[config.mk]
export PLATFORM = sky130hd
export DESIGN_NAME = timer_q_capture_compare_output
export DESIGN_NICKNAME = d
export VERILOG_FILES = /design/src/rtl/timer_q_pkg.sv /design/src/rtl/edge_pulse.sv /design/src/rtl/cmp_cap_slot.sv /design/src/rtl/timer_q_capture_compare_output.sv
export SDC_FILE = /design/constraint.sdc
export NUM_CORES = 1
export LEC_CHECK = 0
export BUFFER_PORTS_ARGS = -buffer_cell sky130_fd_sc_hd__buf_2
export CAP_MARGIN = 10
export CORE_MARGIN = 10
export CORE_UTILIZATION = 30
export CTS_BUF_LIST = sky130_fd_sc_hd__clkbuf_2
export CTS_CLUSTER_DIAMETER = 200
export DETAILED_ROUTE_END_ITERATION = 10
export PLACE_DENSITY = 0.51
export SLEW_MARGIN = 20
export SYNTH_ARGS = -nofsm -noshare
export SYNTH_HDL_FRONTEND = slang
export SYNTH_SLANG_ARGS = --single-unit
[constraint.sdc]
create_clock -name core_clk -period 5.52 [get_ports core_clk]
set_input_delay 0.552 -clock core_clk [delete_from_list [all_inputs] [get_ports core_clk]]
set_output_delay 0.552 -clock core_clk [all_outputs]
set_load 0.01 [all_outputs]
[src/rtl/timer_q_pkg.sv]
package timer_q_pkg;

	// ****************************************
	// register map
	// ****************************************
	localparam logic [7:0] CTRL_OFS = 8'h00;
	localparam logic [7:0] IOC_OFS = 8'h04;
	localparam logic [7:0] CMP0_OFS = 8'h08;
	localparam logic [7:0] CMP_STEP = 8'h04;
	localparam logic [7:0] COUNT_OFS = 8'h18;
	localparam logic [7:0] STATUS_OFS = 8'h1C;
	localparam int CMP_NUM = 4;

	// ****************************************
	// field positions
	// ****************************************
	localparam int CTRL_RUN_BIT = 0;
	localparam int CTRL_MODE_LSB = 1;
	localparam int CTRL_TRIG_BIT = 4;
	localparam int CTRL_CAPSEL_BIT = 5;
	localparam int CTRL_CAPEDGE_LSB = 6;
	localparam int CTRL_EVTEDGE_LSB = 8;
	localparam int CTRL_OFFEDGE_LSB = 10;
	localparam int IOC_GATE_LSB = 0;
	localparam int IOC_LEVEL_LSB = 4;
	localparam int IOC_ZEROSEL_BIT = 8;

	// ****************************************
	// reset and counter values
	// ****************************************
	localparam logic [15:0] CNT_IDLE = 16'hFFFF;
	localparam logic [15:0] CNT_ZERO = 16'h0000;
	localparam logic [15:0] CNT_ONE = 16'h0001;
	localparam logic [15:0] CMP_RESET = 16'h0000;
	localparam logic [31:0] RDATA_RESET = 32'h0000_0000;

	typedef enum logic [2:0] {
		MODE_INTERVAL = 3'b000,
		MODE_EVENT = 3'b001,
		MODE_EXTTRIG = 3'b010,
		MODE_ONESHOT = 3'b011,
		MODE_PWM = 3'b100,
		MODE_FREERUN = 3'b101,
		MODE_PULSEWIDTH = 3'b110
	} mode_t;

	typedef enum logic [1:0] {
		EDGE_NONE = 2'b00,
		EDGE_RISE = 2'b01,
		EDGE_FALL = 2'b10,
		EDGE_BOTH = 2'b11
	} edge_sel_t;

endpackage

[src/rtl/edge_pulse.sv]
`timescale 1ns/10ps
module edge_pulse
	import timer_q_pkg::*;
(
	input wire logic core_clk,
	input wire logic arst_n,
	input wire logic sigIn,
	input wire edge_sel_t edgeSel,
	output logic pulse
);

	typedef struct packed {
		logic prev;
		logic pulse;
	} state_t;

	state_t s_r;
	state_t s_nxt;

	always_comb begin
		s_nxt = s_r;
		s_nxt.prev = sigIn;
		unique case (edgeSel)
			EDGE_NONE: s_nxt.pulse = 1'b0;
			EDGE_RISE: s_nxt.pulse = sigIn & ~s_r.prev;
			EDGE_FALL: s_nxt.pulse = ~sigIn & s_r.prev;
			EDGE_BOTH: s_nxt.pulse = sigIn ^ s_r.prev;
		endcase
	end

	always_ff @(posedge core_clk or negedge arst_n) begin
		if (!arst_n) begin
			s_r <= '0;
		end else begin
			s_r <= s_nxt;
		end
	end

	assign pulse = s_r.pulse;

endmodule

[src/rtl/cmp_cap_slot.sv]
`timescale 1ns/10ps
module cmp_cap_slot
	import timer_q_pkg::*;
(
	input wire logic core_clk,
	input wire logic arst_n,
	input wire logic wrEn,
	input wire logic [15:0] wrData,
	input wire logic anytime,
	input wire logic batchLoad,
	input wire logic capEn,
	input wire logic [15:0] capData,
	input wire logic capClr,
	output logic [15:0] regVal,
	output logic [15:0] bufVal
);

	typedef struct packed {
		logic [15:0] regv;
		logic [15:0] bufv;
	} state_t;

	state_t s_r;
	state_t s_nxt;

	always_comb begin
		s_nxt = s_r;
		if (batchLoad) begin
			s_nxt.bufv = s_r.regv;
		end
		// capture beats a same-cycle write so the stored count is never torn
		if (capEn) begin
			s_nxt.regv = capData;
		end else if (capClr) begin
			s_nxt.regv = CMP_RESET;
		end else if (wrEn) begin
			s_nxt.regv = wrData;
			if (anytime) begin
				s_nxt.bufv = wrData;
			end
		end
	end

	always_ff @(posedge core_clk or negedge arst_n) begin
		if (!arst_n) begin
			s_r <= '0;
		end else begin
			s_r <= s_nxt;
		end
	end

	assign regVal = s_r.regv;
	assign bufVal = s_r.bufv;

endmodule

[src/rtl/timer_q_capture_compare_output.sv]
// The implementer's own choices: the register offsets and the APB interface to the registers.
`timescale 1ns/10ps
// How it works
// - compare register one accepts writes while the counter runs
// - register one value goes to its buffer; counter equal buffer raises irq one
// - match on register one with output enabled inverts pin one and its twin in free-run without capture; in triggered and PWM modes it ends their pulse
// - unit one has no register-one pins; its match only raises the irq
// - stopping the counter leaves compare register contents unchanged, apart from the capture register
// - capture exists only in unit zero and only on register one
// - free-running capture stores the counter on a valid capture edge
// - pulse-width mode stores the counter and clears it on the same edge
// - a read colliding with a capture still returns a coherent value
// - stopping the counter clears the capture register
// - write method per mode: anytime, batch, or none in pulse-width mode
// - in batch modes a write to register one while the counter runs arms the buffer transfer
// - triggered modes start by software only; extra modes exist in unit zero only
// - interval: output zero toggles; external trigger: zero toggles, others pulse
// - free-run toggles on compare; one-shot and PWM: zero toggles, others pulse; event and width drive none
// - hi-z outputs follow pulse outputs and float on a shutoff edge
// - clock failure with output zero selected forces it low until reset
// - batch values load into buffers at the next counter clear
// - disabled pin holds its level bit; an enabled pin that the mode uses flips once counting starts
module timer_q_capture_compare_output
	import timer_q_pkg::*;
#(
	parameter bit UNIT_ZERO = 1'b1,
	parameter int ADDR_W = 8
)
(
	input wire logic core_clk,
	input wire logic arst_n,
	input wire logic psel,
	input wire logic penable,
	input wire logic pwrite,
	input wire logic [ADDR_W-1:0] paddr,
	input wire logic [31:0] pwdata,
	output logic [31:0] prdata,
	output logic pready,
	output logic pslverr,
	input wire logic captureInOne,
	input wire logic eventIn,
	input wire logic hizShutoffIn,
	input wire logic clockFailIn,
	output logic pulseOutZero,
	output logic pulseOutOne,
	output logic pulseOutTwo,
	output logic pulseOutThree,
	output logic hizPulseOutOne,
	output logic hizPulseOutTwo,
	output logic hizPulseOutThree,
	output logic hizOeOne,
	output logic hizOeTwo,
	output logic hizOeThree,
	output logic matchIrqZero,
	output logic matchIrqOne,
	output logic matchIrqTwo,
	output logic matchIrqThree,
	output logic clockFailLowOut
);

	// ****************************************
	// helpers
	// ****************************************
	function automatic logic isTrigMode(input mode_t m);
		return (m == MODE_EXTTRIG) || (m == MODE_ONESHOT);
	endfunction

	function automatic logic isBatchMode(input mode_t m);
		return (m == MODE_EXTTRIG) || (m == MODE_PWM);
	endfunction

	function automatic logic modeLegal(input logic [2:0] m);
		logic ok;
		ok = (m != 3'b111);
		if (!UNIT_ZERO) begin
			ok = (m == MODE_INTERVAL) || (m == MODE_FREERUN);
		end
		return ok;
	endfunction

	function automatic logic cmpHit(input logic [7:0] a, input int idx);
		return a == 8'(CMP0_OFS + 8'(idx) * CMP_STEP);
	endfunction

	function automatic logic outUsed(input mode_t m, input int idx, input logic capSel);
		logic u;
		u = 1'b0;
		unique case (m)
			MODE_INTERVAL: u = (idx == 0);
			MODE_EXTTRIG, MODE_ONESHOT, MODE_PWM: u = 1'b1;
			MODE_FREERUN: u = !((idx == 1) && capSel);
			MODE_EVENT, MODE_PULSEWIDTH: u = 1'b0;
			default: u = 1'b0;
		endcase
		return u;
	endfunction

	typedef struct packed {
		logic run;
		logic prevRun;
		mode_t mode;
		logic capSel;
		edge_sel_t capEdge;
		edge_sel_t evtEdge;
		edge_sel_t offEdge;
		logic [3:0] gate;
		logic [3:0] level;
		logic zeroSel;
		logic started;
		logic armed;
		logic [15:0] cnt;
		logic [3:0] tgl;
		logic hizOff;
		logic clkFail;
		logic [3:0] pout;
		logic [2:0] hiz;
		logic [2:0] hizOe;
		logic [3:0] irq;
		logic pready;
		logic pslverr;
		logic [31:0] prdata;
	} state_t;

	state_t s_r;
	state_t s_nxt;

	logic [15:0] cmpReg [CMP_NUM];
	logic [15:0] cmpBuf [CMP_NUM];
	logic [CMP_NUM-1:0] cmpWr;
	logic capPulse;
	logic evtPulse;
	logic offPulse;
	logic setup;
	logic wrAcc;
	logic capUse;
	logic capEn;
	logic capClr;
	logic anytime;
	logic clearEvt;
	logic cntEn;
	logic [CMP_NUM-1:0] match;
	logic [7:0] addr;

	assign addr = 8'(paddr);
	assign setup = psel && !penable;
	assign wrAcc = psel && penable && pwrite;

	// ****************************************
	// input edges
	// ****************************************
	edge_pulse capEdgeDet (
		.core_clk(core_clk),
		.arst_n(arst_n),
		.sigIn(captureInOne),
		.edgeSel(s_r.capEdge),
		.pulse(capPulse)
	);

	edge_pulse evtEdgeDet (
		.core_clk(core_clk),
		.arst_n(arst_n),
		.sigIn(eventIn),
		.edgeSel(s_r.evtEdge),
		.pulse(evtPulse)
	);

	edge_pulse offEdgeDet (
		.core_clk(core_clk),
		.arst_n(arst_n),
		.sigIn(hizShutoffIn),
		.edgeSel(s_r.offEdge),
		.pulse(offPulse)
	);

	// ****************************************
	// compare and capture slots
	// ****************************************
	assign capUse = UNIT_ZERO && ((s_r.mode == MODE_PULSEWIDTH) ||
		((s_r.mode == MODE_FREERUN) && s_r.capSel));
	assign capEn = capUse && s_r.started && capPulse;
	assign capClr = capUse && s_r.prevRun && !s_r.run;
	// while stopped, batch modes write straight through to the buffer
	assign anytime = !isBatchMode(s_r.mode) || !s_r.run;

	genvar gi;
	generate
		for (gi = 0; gi < CMP_NUM; gi++) begin : gSlot
			// writes ignored in pulse-width mode, taken regardless of run
			assign cmpWr[gi] = wrAcc && cmpHit(addr, gi) &&
				(s_r.mode != MODE_PULSEWIDTH);
			cmp_cap_slot slot (
				.core_clk(core_clk),
				.arst_n(arst_n),
				.wrEn(cmpWr[gi]),
				.wrData(pwdata[15:0]),
				.anytime(anytime),
				.batchLoad(s_r.armed && clearEvt && isBatchMode(s_r.mode)),
				.capEn((gi == 1) && capEn),
				.capData(s_r.cnt),
				.capClr((gi == 1) && capClr),
				.regVal(cmpReg[gi]),
				.bufVal(cmpBuf[gi])
			);
			assign match[gi] = s_r.started && (s_r.cnt == cmpBuf[gi]);
		end
	endgenerate

	assign cntEn = s_r.started && ((s_r.mode != MODE_EVENT) || evtPulse);
	always_comb begin
		clearEvt = 1'b0;
		if (s_r.mode == MODE_PULSEWIDTH) begin
			clearEvt = capEn;
		end else if (s_r.mode == MODE_FREERUN) begin
			clearEvt = cntEn && (s_r.cnt == CNT_IDLE);
		end else begin
			clearEvt = cntEn && match[0];
		end
	end

	// ****************************************
	// state update
	// ****************************************
	always_comb begin
		logic trig;
		logic [31:0] wd;
		trig = 1'b0;
		wd = pwdata;
		s_nxt = s_r;
		s_nxt.irq = 4'h0;
		s_nxt.pready = 1'b0;
		s_nxt.pslverr = 1'b0;
		s_nxt.prevRun = s_r.run;
		// read data latched in setup: one coherent snapshot of each word
		if (setup) begin
			s_nxt.pready = 1'b1;
			s_nxt.prdata = RDATA_RESET;
			case (addr)
				CTRL_OFS: s_nxt.prdata = {20'h0_0000, s_r.offEdge, s_r.evtEdge,
					s_r.capEdge, s_r.capSel, 1'b0, s_r.mode, s_r.run};
				IOC_OFS: s_nxt.prdata = {23'h00_0000, s_r.zeroSel, s_r.level, s_r.gate};
				CMP0_OFS: s_nxt.prdata = {16'h0000, cmpReg[0]};
				8'(CMP0_OFS + CMP_STEP): s_nxt.prdata = {16'h0000, cmpReg[1]};
				8'(CMP0_OFS + 8'h08): s_nxt.prdata = {16'h0000, cmpReg[2]};
				8'(CMP0_OFS + 8'h0C): s_nxt.prdata = {16'h0000, cmpReg[3]};
				COUNT_OFS: s_nxt.prdata = {16'h0000, s_r.cnt};
				STATUS_OFS: s_nxt.prdata = {29'h0000_0000, s_r.armed, s_r.clkFail,
					s_r.hizOff};
				default: s_nxt.pslverr = 1'b1;
			endcase
		end
		if (wrAcc && (addr == CTRL_OFS)) begin
			s_nxt.run = wd[CTRL_RUN_BIT];
			// mode and edges only change while stopped
			if (!s_r.run) begin
				if (modeLegal(wd[CTRL_MODE_LSB +: 3])) begin
					s_nxt.mode = mode_t'(wd[CTRL_MODE_LSB +: 3]);
				end
				s_nxt.capSel = UNIT_ZERO && wd[CTRL_CAPSEL_BIT];
				s_nxt.capEdge = edge_sel_t'(wd[CTRL_CAPEDGE_LSB +: 2]);
				s_nxt.evtEdge = edge_sel_t'(wd[CTRL_EVTEDGE_LSB +: 2]);
				s_nxt.offEdge = edge_sel_t'(wd[CTRL_OFFEDGE_LSB +: 2]);
			end
			trig = wd[CTRL_TRIG_BIT] && s_r.run && isTrigMode(s_r.mode);
		end
		if (wrAcc && (addr == IOC_OFS)) begin
			s_nxt.gate = wd[IOC_GATE_LSB +: 4];
			s_nxt.level = wd[IOC_LEVEL_LSB +: 4];
			s_nxt.zeroSel = wd[IOC_ZEROSEL_BIT];
		end
		// batch arming: a new arm in the load cycle survives the load
		if (s_r.armed && clearEvt) begin
			s_nxt.armed = 1'b0;
		end
		if (cmpWr[1] && isBatchMode(s_r.mode) && s_r.run) begin
			s_nxt.armed = 1'b1;
		end
		if (!s_r.run) begin
			s_nxt.started = 1'b0;
			s_nxt.cnt = CNT_IDLE;
			s_nxt.tgl = 4'h0;
			s_nxt.armed = 1'b0;
		end else if (!s_r.prevRun && !isTrigMode(s_r.mode)) begin
			s_nxt.started = 1'b1;
			s_nxt.cnt = CNT_ZERO;
			s_nxt.tgl = 4'hF;
		end else if (trig) begin
			s_nxt.started = 1'b1;
			s_nxt.cnt = CNT_ZERO;
			s_nxt.tgl = {3'b111, s_r.started ? ~s_r.tgl[0] : 1'b1};
		end else if (s_r.started) begin
			if (clearEvt) begin
				s_nxt.cnt = CNT_ZERO;
			end else if (cntEn) begin
				s_nxt.cnt = 16'(s_r.cnt + CNT_ONE);
			end
			// one request per counted step, never a level
			s_nxt.irq[0] = cntEn && match[0] && !capUse;
			s_nxt.irq[1] = (cntEn && match[1] && !capUse) || capEn;
			s_nxt.irq[2] = cntEn && match[2];
			s_nxt.irq[3] = cntEn && match[3];
			if (cntEn && match[0]) begin
				s_nxt.tgl[0] = ~s_r.tgl[0];
			end
			for (int b = 1; b < CMP_NUM; b++) begin
				if (s_r.mode == MODE_FREERUN) begin
					if (cntEn && match[b]) begin
						s_nxt.tgl[b] = ~s_r.tgl[b];
					end
				end else if (cntEn && match[b]) begin
					s_nxt.tgl[b] = 1'b0;
				end else if (clearEvt) begin
					s_nxt.tgl[b] = 1'b1;
				end
			end
			if ((s_r.mode == MODE_ONESHOT) && cntEn && match[0]) begin
				s_nxt.started = 1'b0;
				s_nxt.cnt = CNT_IDLE;
			end
		end
		// ****************************************
		// pins
		// ****************************************
		if (clockFailIn && s_r.zeroSel) begin
			s_nxt.clkFail = 1'b1;
		end
		if (offPulse && UNIT_ZERO) begin
			s_nxt.hizOff = 1'b1;
		end else if (!s_r.run) begin
			s_nxt.hizOff = 1'b0;
		end
		for (int i = 0; i < CMP_NUM; i++) begin
			s_nxt.pout[i] = (s_nxt.gate[i] && outUsed(s_nxt.mode, i, s_nxt.capSel)) ?
				(s_nxt.level[i] ^ s_nxt.tgl[i]) : s_nxt.level[i];
		end
		if (!UNIT_ZERO) begin
			s_nxt.pout[3:1] = 3'b000;
		end
		if (s_nxt.clkFail) begin
			s_nxt.pout[0] = 1'b0;
		end
		s_nxt.hiz = s_nxt.pout[3:1];
		s_nxt.hizOe = (UNIT_ZERO && !s_nxt.hizOff) ? 3'b111 : 3'b000;
	end

	always_ff @(posedge core_clk or negedge arst_n) begin
		if (!arst_n) begin
			s_r <= '0;
		end else begin
			s_r <= s_nxt;
		end
	end

	// ****************************************
	// outputs
	// ****************************************
	assign prdata = s_r.prdata;
	assign pready = s_r.pready;
	assign pslverr = s_r.pslverr;
	assign pulseOutZero = s_r.pout[0];
	assign pulseOutOne = s_r.pout[1];
	assign pulseOutTwo = s_r.pout[2];
	assign pulseOutThree = s_r.pout[3];
	assign hizPulseOutOne = s_r.hiz[0];
	assign hizPulseOutTwo = s_r.hiz[1];
	assign hizPulseOutThree = s_r.hiz[2];
	assign hizOeOne = s_r.hizOe[0];
	assign hizOeTwo = s_r.hizOe[1];
	assign hizOeThree = s_r.hizOe[2];
	assign matchIrqZero = s_r.irq[0];
	assign matchIrqOne = s_r.irq[1];
	assign matchIrqTwo = s_r.irq[2];
	assign matchIrqThree = s_r.irq[3];
	assign clockFailLowOut = s_r.clkFail;

endmodule

# After elaboration in Yosys (flattened, before gate mapping)

Cells that the tools add are included.

Bits of input ports: 49
Logic and storage cells: 241
Output and inout bits: 49
Register bits after elaboration: 227

Bitwise gates (word level): 24
Mux-type cells: 74
Add/sub/neg operators: 1
Eq/ne operators: 36
Reductions and logical operators: 69

Operators with widths:

| kind                                                | number |
|---|---|
| 2-to-1 mux 16 bit                                   | 18 |
| case mux 16 bit (8 select lines)                    | 1 |
| 2-to-1 mux 20 bit                                   | 4 |
| equality test 16 bit                                | 4 |
| logical AND 1 bit                                   | 44 |
| 2-to-1 mux 1 bit                                    | 36 |
| 2-to-1 mux 34 bit                                   | 1 |
| equality test 8 x 5 -> 1 bit, second input constant | 4 |
| 2-to-1 mux 32 bit                                   | 1 |
| 2-to-1 mux 10 bit                                   | 2 |
| adder 16 x 1 -> 16 bit, second input constant       | 1 |
| equality test 16 bit, second input constant         | 1 |
| equality test 8 x 4 -> 1 bit, second input constant | 2 |
| 2-to-1 mux 4 bit                                    | 4 |
| equality test 3 bit, second input constant          | 5 |
| equality test 2 bit, second input constant          | 6 |
| equality test 3 x 2 -> 1 bit, second input constant | 4 |
| case mux 1 bit (4 select lines)                     | 3 |
| NOT 1 bit                                           | 11 |
| 2-to-1 mux 9 bit                                    | 1 |
| equality test 8 x 3 -> 1 bit, second input constant | 1 |
| zero test 8 bit                                     | 1 |
| OR reduction 8 bit                                  | 1 |
| zero test 1 bit                                     | 7 |
| other kinds (17)                                    | 41 |

# Logic depth before layout (Yosys ltp)

Word-level depth: 16
Depth in mapped cells: 10

# Modules after synthesis

Synthesis repeated with hierarchy kept, for this count alone.

Cell total of the unflattened synthesis: 1130
Area total of the unflattened synthesis: 12052.8 µm²

By module, submodules not included:

| module                         | area an instance (µm²) | cells an instance | seq. area each (µm²) | instances |
|---|---|---|---|---|
| cmp_cap_slot                   | 1601.5                 | 124               | 800.8                | 4 |
| timer_q_capture_compare_output | 5320.1                 | 601               | 1801.7               | 1 |
| edge_pulse                     | 108.9                  | 11                | 50.0                 | 3 |

# Worst setup path before layout

Ideal clock, no wire load.

Kind: input-to-reg
Start: input port paddr[5]
End: register s_r[54] (netlist name)
Arrival: 2.660 ns
Required time: 5.383 ns
Path buffers: 2
Stages: 8
Setup slack: 2.723 ns
Cells stage by stage: or4_1 clkbuf_1 or4_4 a21oi_1 nand2_2 buf_2 a21oi_1 a211oi_1

Word-level cells in the longest chain between the ends: 6
Elaborated cells between the ends (all ways): 9
Those cells by class: eq/ne: 2; mux: 4; reduce/logical: 3

Ends and longest elaborated chain:

| item                 | line                                  | RTL |
|---|---|---|
| start, declared      | timer_q_capture_compare_output.sv:35  | `input wire logic [ADDR_W-1:0] paddr,` |
| zero test 8 bit *    | timer_q_capture_compare_output.sv:251 | `if (wrAcc && (addr == CTRL_OFS)) begin` |
| logical AND 1 bit *  | timer_q_capture_compare_output.sv:251 |  |
| 2-to-1 mux 1 bit *   | timer_q_capture_compare_output.sv:251 |  |
| 2-to-1 mux 20 bit    | timer_q_capture_compare_output.sv:286 | `end else if (trig) begin` |
| 2-to-1 mux 20 bit    | timer_q_capture_compare_output.sv:282 | `end else if (!s_r.prevRun && !isTrigMode(s_r.mode)) begin` |
| 2-to-1 mux 20 bit    | timer_q_capture_compare_output.sv:277 | `if (!s_r.run) begin` |
| end signal, assigned | timer_q_capture_compare_output.sv:349 | `s_r <= s_nxt;` |
| end, declared        | timer_q_capture_compare_output.sv:124 | `state_t s_r;` |

Mark *: on every way between the ends. The rest lies on a longest branch, timed or not.
A chain may end at the register's enable or synchronous reset.

==> flow_summary.toml <==
[power_and_ir_drop]
seq_power_share_pct = 53.0
power.internal_mw = 2.08
p_sw_mw = 0.876
pwr_density_cell_nw_per_um2 = 243
ir_worst_vdd_uv = 148
switching_share_pct = 29.7
power_leakage_nw = 5.22
power_frac_comb_pct = 8.8
power.total_mw = 2.95
power_frac_clock_pct = 38.2

[global_routing]
antenna_found_initial = 1
grt_usage_pct = 16.2
grt_max_degree = 104
grt_pass1_vias = 8490
grt_pass1_wl_um = 55500
grt-ovfl-total = 0

[worst_setup_path]
reg2reg_slack_ns = 1.76
worstPathCellList = "xnor2_1 -> nor4b_1 -> nor4b_1 -> nand2_1 -> nor4bb_4 -> buf_12 -> mux2i_1 -> a21oi_1"
rr_endpoint = "gSlot[3].slot.bufVal[10]$_DFF_PN0_"
rr_worst_depth = 8
worstPathArrival_ns = 4.45
max_stage_delay_ns = 0.70
cp_common_cell = "nor4b_1"
crit-reg2reg-launch = "s_r[60]$_DFFE_PN0P_"
critPathCaptureType = "flip-flop"
worst_path_max_delay_cell = "nor4b_1"
start_kind = "flip-flop"
cp_data_required_time_ns = 6.21
worst-path-max-fanout = 64
worstSetupPathType = "reg -> reg"

[routing]
dr.first_iter.drc_count = 809
met3_length_um = 2510
wl_met2_um = 16400
dr.pass1.iters = 5
wl_per_cell_um = 21.9
drt-met1-wl_um = 17100
wl_um = 36700
antenna_left = 0
avgViaCountPerCell = 5.20
remaining_drc_errors = 0
top_layer = "met4"
vias = 8726

[cts]
cts_buffers = 55
clk_latency_ns = 0.93
cts_root_buffer = "clkbuf_2"
clkTransAtPathRegs_ns = 0.10
clock_path_buffers = 3
cts_tree = "built"
h-tree-depth = 2
clock_sinks = 206
post_cts_buffers = 0

[worst_hold_path]
min_from = "pwdata[6]"
min_path_type = "in -> reg"
whs_endpoint = "gSlot[3].slot.bufVal[6]$_DFF_PN0_"
holdPathStages = 3

[sta]
setup_viol = 0
max_slew.worst_pin.slew_ns = 1.17
period_needed_ns = 3.76
setup_tns_ns = 0
skew_ns = 0.108
finalHoldViolCount = 0
max_slew_margin_pct = 21.6
fin_crit_sh_pct = 68.1
grt_setup_unrepaired = "no"
max_freq_ghz = 0.266
slew_viol_final = 0

[placed_design]
dpl_cell_area_um2 = 11500
gpl.final_weighted_congestion = 0.890
hpwl_um = 24700
portBuffers = 65
dp_cells = 1558

[finish]
area_growth_pct = 11.8
drive_above_1_share_pct = 20.3
fin_area_um2 = 12200
postLayoutCoreUtil_pct = 34.1
nets = 1232
nFillCells = 3635
fin_cells = 1677

[synthesis]
synthSimpleGateAreaFrac_pct = 12.9
synth_xor_area_share_pct = 6.03
synth-main-ff-cell = "dfrtp_1"
synth_fa_ha_area_share_pct = 0.804
async_reset_ff_share_pct = 100
seq_area_frac_synth_pct = 47.3
synth_top_family_by_area = "compound AO/OA/AOI/OAI gates"
yosysUniqueCellTypes = 56
synth-seq-cells = 206
synth_area_per_cell_um2 = 9.80
synth_mux_area_share_pct = 12.4
netlist_instances = 1112
synth-warning-count = 0
synth_compound_area_share_pct = 14.0
syn_area_um2 = 10900
synth-edff-count = 0

[die]
fp.dieH_um = 211
die_area_um2 = 44300
pin_count = 98
initial_core_util_pct = 30.6
fp.coreArea_um2 = 35700
die_w_um = 211
rows = 69

[run_status]
status = "finished, final reports clean"

[run]
maxCapViolations = 0
## synthesized netlist by cell type, types with 11 or more instances
cell type | instances | area share (%)
dfrtp_1 | 206 | 47
a21oi_1 | 121 | 5.6
nor2_1 | 119 | 4.1
mux2i_1 | 70 | 6.4
nand2_1 | 70 | 2.4
mux2_2 | 58 | 6.0
clkbuf_1 | 56 | 1.9
xor2_1 | 56 | 4.5
o21ai_0 | 51 | 2.3
buf_4 | 43 | 3.0
nand3_1 | 27 | 1.2
a22oi_1 | 22 | 1.5
inv_1 | 21 | 0.72
xnor2_1 | 19 | 1.5
nor3_1 | 17 | 0.78
nor4_1 | 17 | 0.98
a211oi_1 | 13 | 0.90
buf_1 | 11 | 0.38
## sequential cells by signal, indices dropped and copies added (netlist names)
name / cells
hizOeTwo: 1
capEdgeDet.pulse: 1
hizPulseOutThree: 1
hizPulseOutOne: 1
offEdgeDet.pulse: 1
capEdgeDet.s_r: 1
matchIrqTwo: 1
gSlot.slot.bufVal: 64
evtEdgeDet.pulse: 1
pulseOutZero: 1
matchIrqOne: 1
pslverr: 1
matchIrqZero: 1
s_r: 43
pready: 1
offEdgeDet.s_r: 1
clockFailLowOut: 1
matchIrqThree: 1
gSlot.slot.regVal: 64
prdata: 16
hizPulseOutTwo: 1
s_nxt: 1
evtEdgeDet.s_r: 1
## per-stage QoR
stage | worst slack (ns) | hold WS, ns
2_1_floorplan | 2.72 | 0.256
3_3_place_gp | 1.79 | 0.460
3_5_place_dp | 1.75 | 0.465
4_1_cts | 1.81 | 0.0148
5_1_grt | 1.51 | 0.0345
6_report | 1.76 | 0.0989
## cell usage in the layout (no fill, tap or decap), types with 16 or more instances in the layout
cell	Yosys	routed
inv_1	21	21
nor3_1	17	17
clkbuf_2	0	88
o21ai_0	51	51
nand2_1	70	70
nor2_1	119	119
conb_1	1	16
nand3_1	27	27
nor4_1	17	17
mux2_2	58	58
mux2i_1	70	70
xnor2_1	19	19
xor2_1	56	56
buf_4	43	22
buf_2	8	64
dfrtp_1	206	206
a21oi_1	121	121
dlygate4sd3_1	0	22
a22oi_1	22	22
## final cells by class
cell class,instances,area (µm²),area share (%)
multi-input cells,781,5120,42.0
clock inverters,8,56.3,0.463
clock buffers,88,440,3.62
repair buffers,110,741,6.08
inverters,22,82.6,0.678
flip-flops and latches,206,5150,42.3
diodes,1,2.50,0.0206
well taps,461,577,4.74
## what timing repair did
| item | CTS | global route |
|---|---|---|
| resized for setup | 0 | 0 |
| endpoints found under the hold margin | 181 | 0 |
| hold buffers | 22 | 0 |
## power by group through the flow
stage	clock (mW)	combinational (mW)	sequential, mW
after floorplan	0	0.150	1.58
after global placement	0	0.245	1.59
after detailed placement	0	0.247	1.60
after CTS	1.17	0.260	1.57
after global routing	1.25	0.287	1.57
final	1.13	0.260	1.57
## metal layers
metal / vias to the layer above / global-route usage, %
li1: 4042 / -
met1: 4316 / 23.0
met2: 318 / 24.3
met3: 50 / 3.25
met4: 0 / 4.70
met5: - / 0
## critical path, delay by kind of cell, from the launching register on
kind | cells | cell delay [ns]
AO/OA/AOI/OAI | 1 | 0.08
AND/OR/NAND/NOR | 4 | 1.53
XOR/XNOR | 1 | 0.52
buffers and inverters | 1 | 0.39
flip-flops | 1 | 0.60
multiplexers | 1 | 0.25
## how the worst max path moves through the flow
stage	start	to	slack, ns
4_1_cts	s_r[60]$_DFFE_PN0P_	gSlot[3].slot.bufVal[10]$_DFF_PN0_	1.81
3_3_place_gp	paddr[4]	s_r[60]$_DFFE_PN0P_	1.79
6_report	s_r[60]$_DFFE_PN0P_	gSlot[3].slot.bufVal[10]$_DFF_PN0_	1.76
2_1_floorplan	paddr[5]	s_r[54]$_DFFE_PN0P_	2.72
5_1_grt	s_r[60]$_DFFE_PN0P_	gSlot[3].slot.bufVal[10]$_DFF_PN0_	1.51
3_5_place_dp	paddr[4]	s_r[60]$_DFFE_PN0P_	1.75
## cell families after synthesis
kind of cell / after synthesis
muxes: 128
and+or+nand+nor: 300
adders and majority gates: 7
DFF: 206
AOI/OAI and AO/OA: 255
buffers and inverters: 140
xor gates and xnor gates: 75
other: 1
Note: power is estimated with default switching activity, not from simulation.
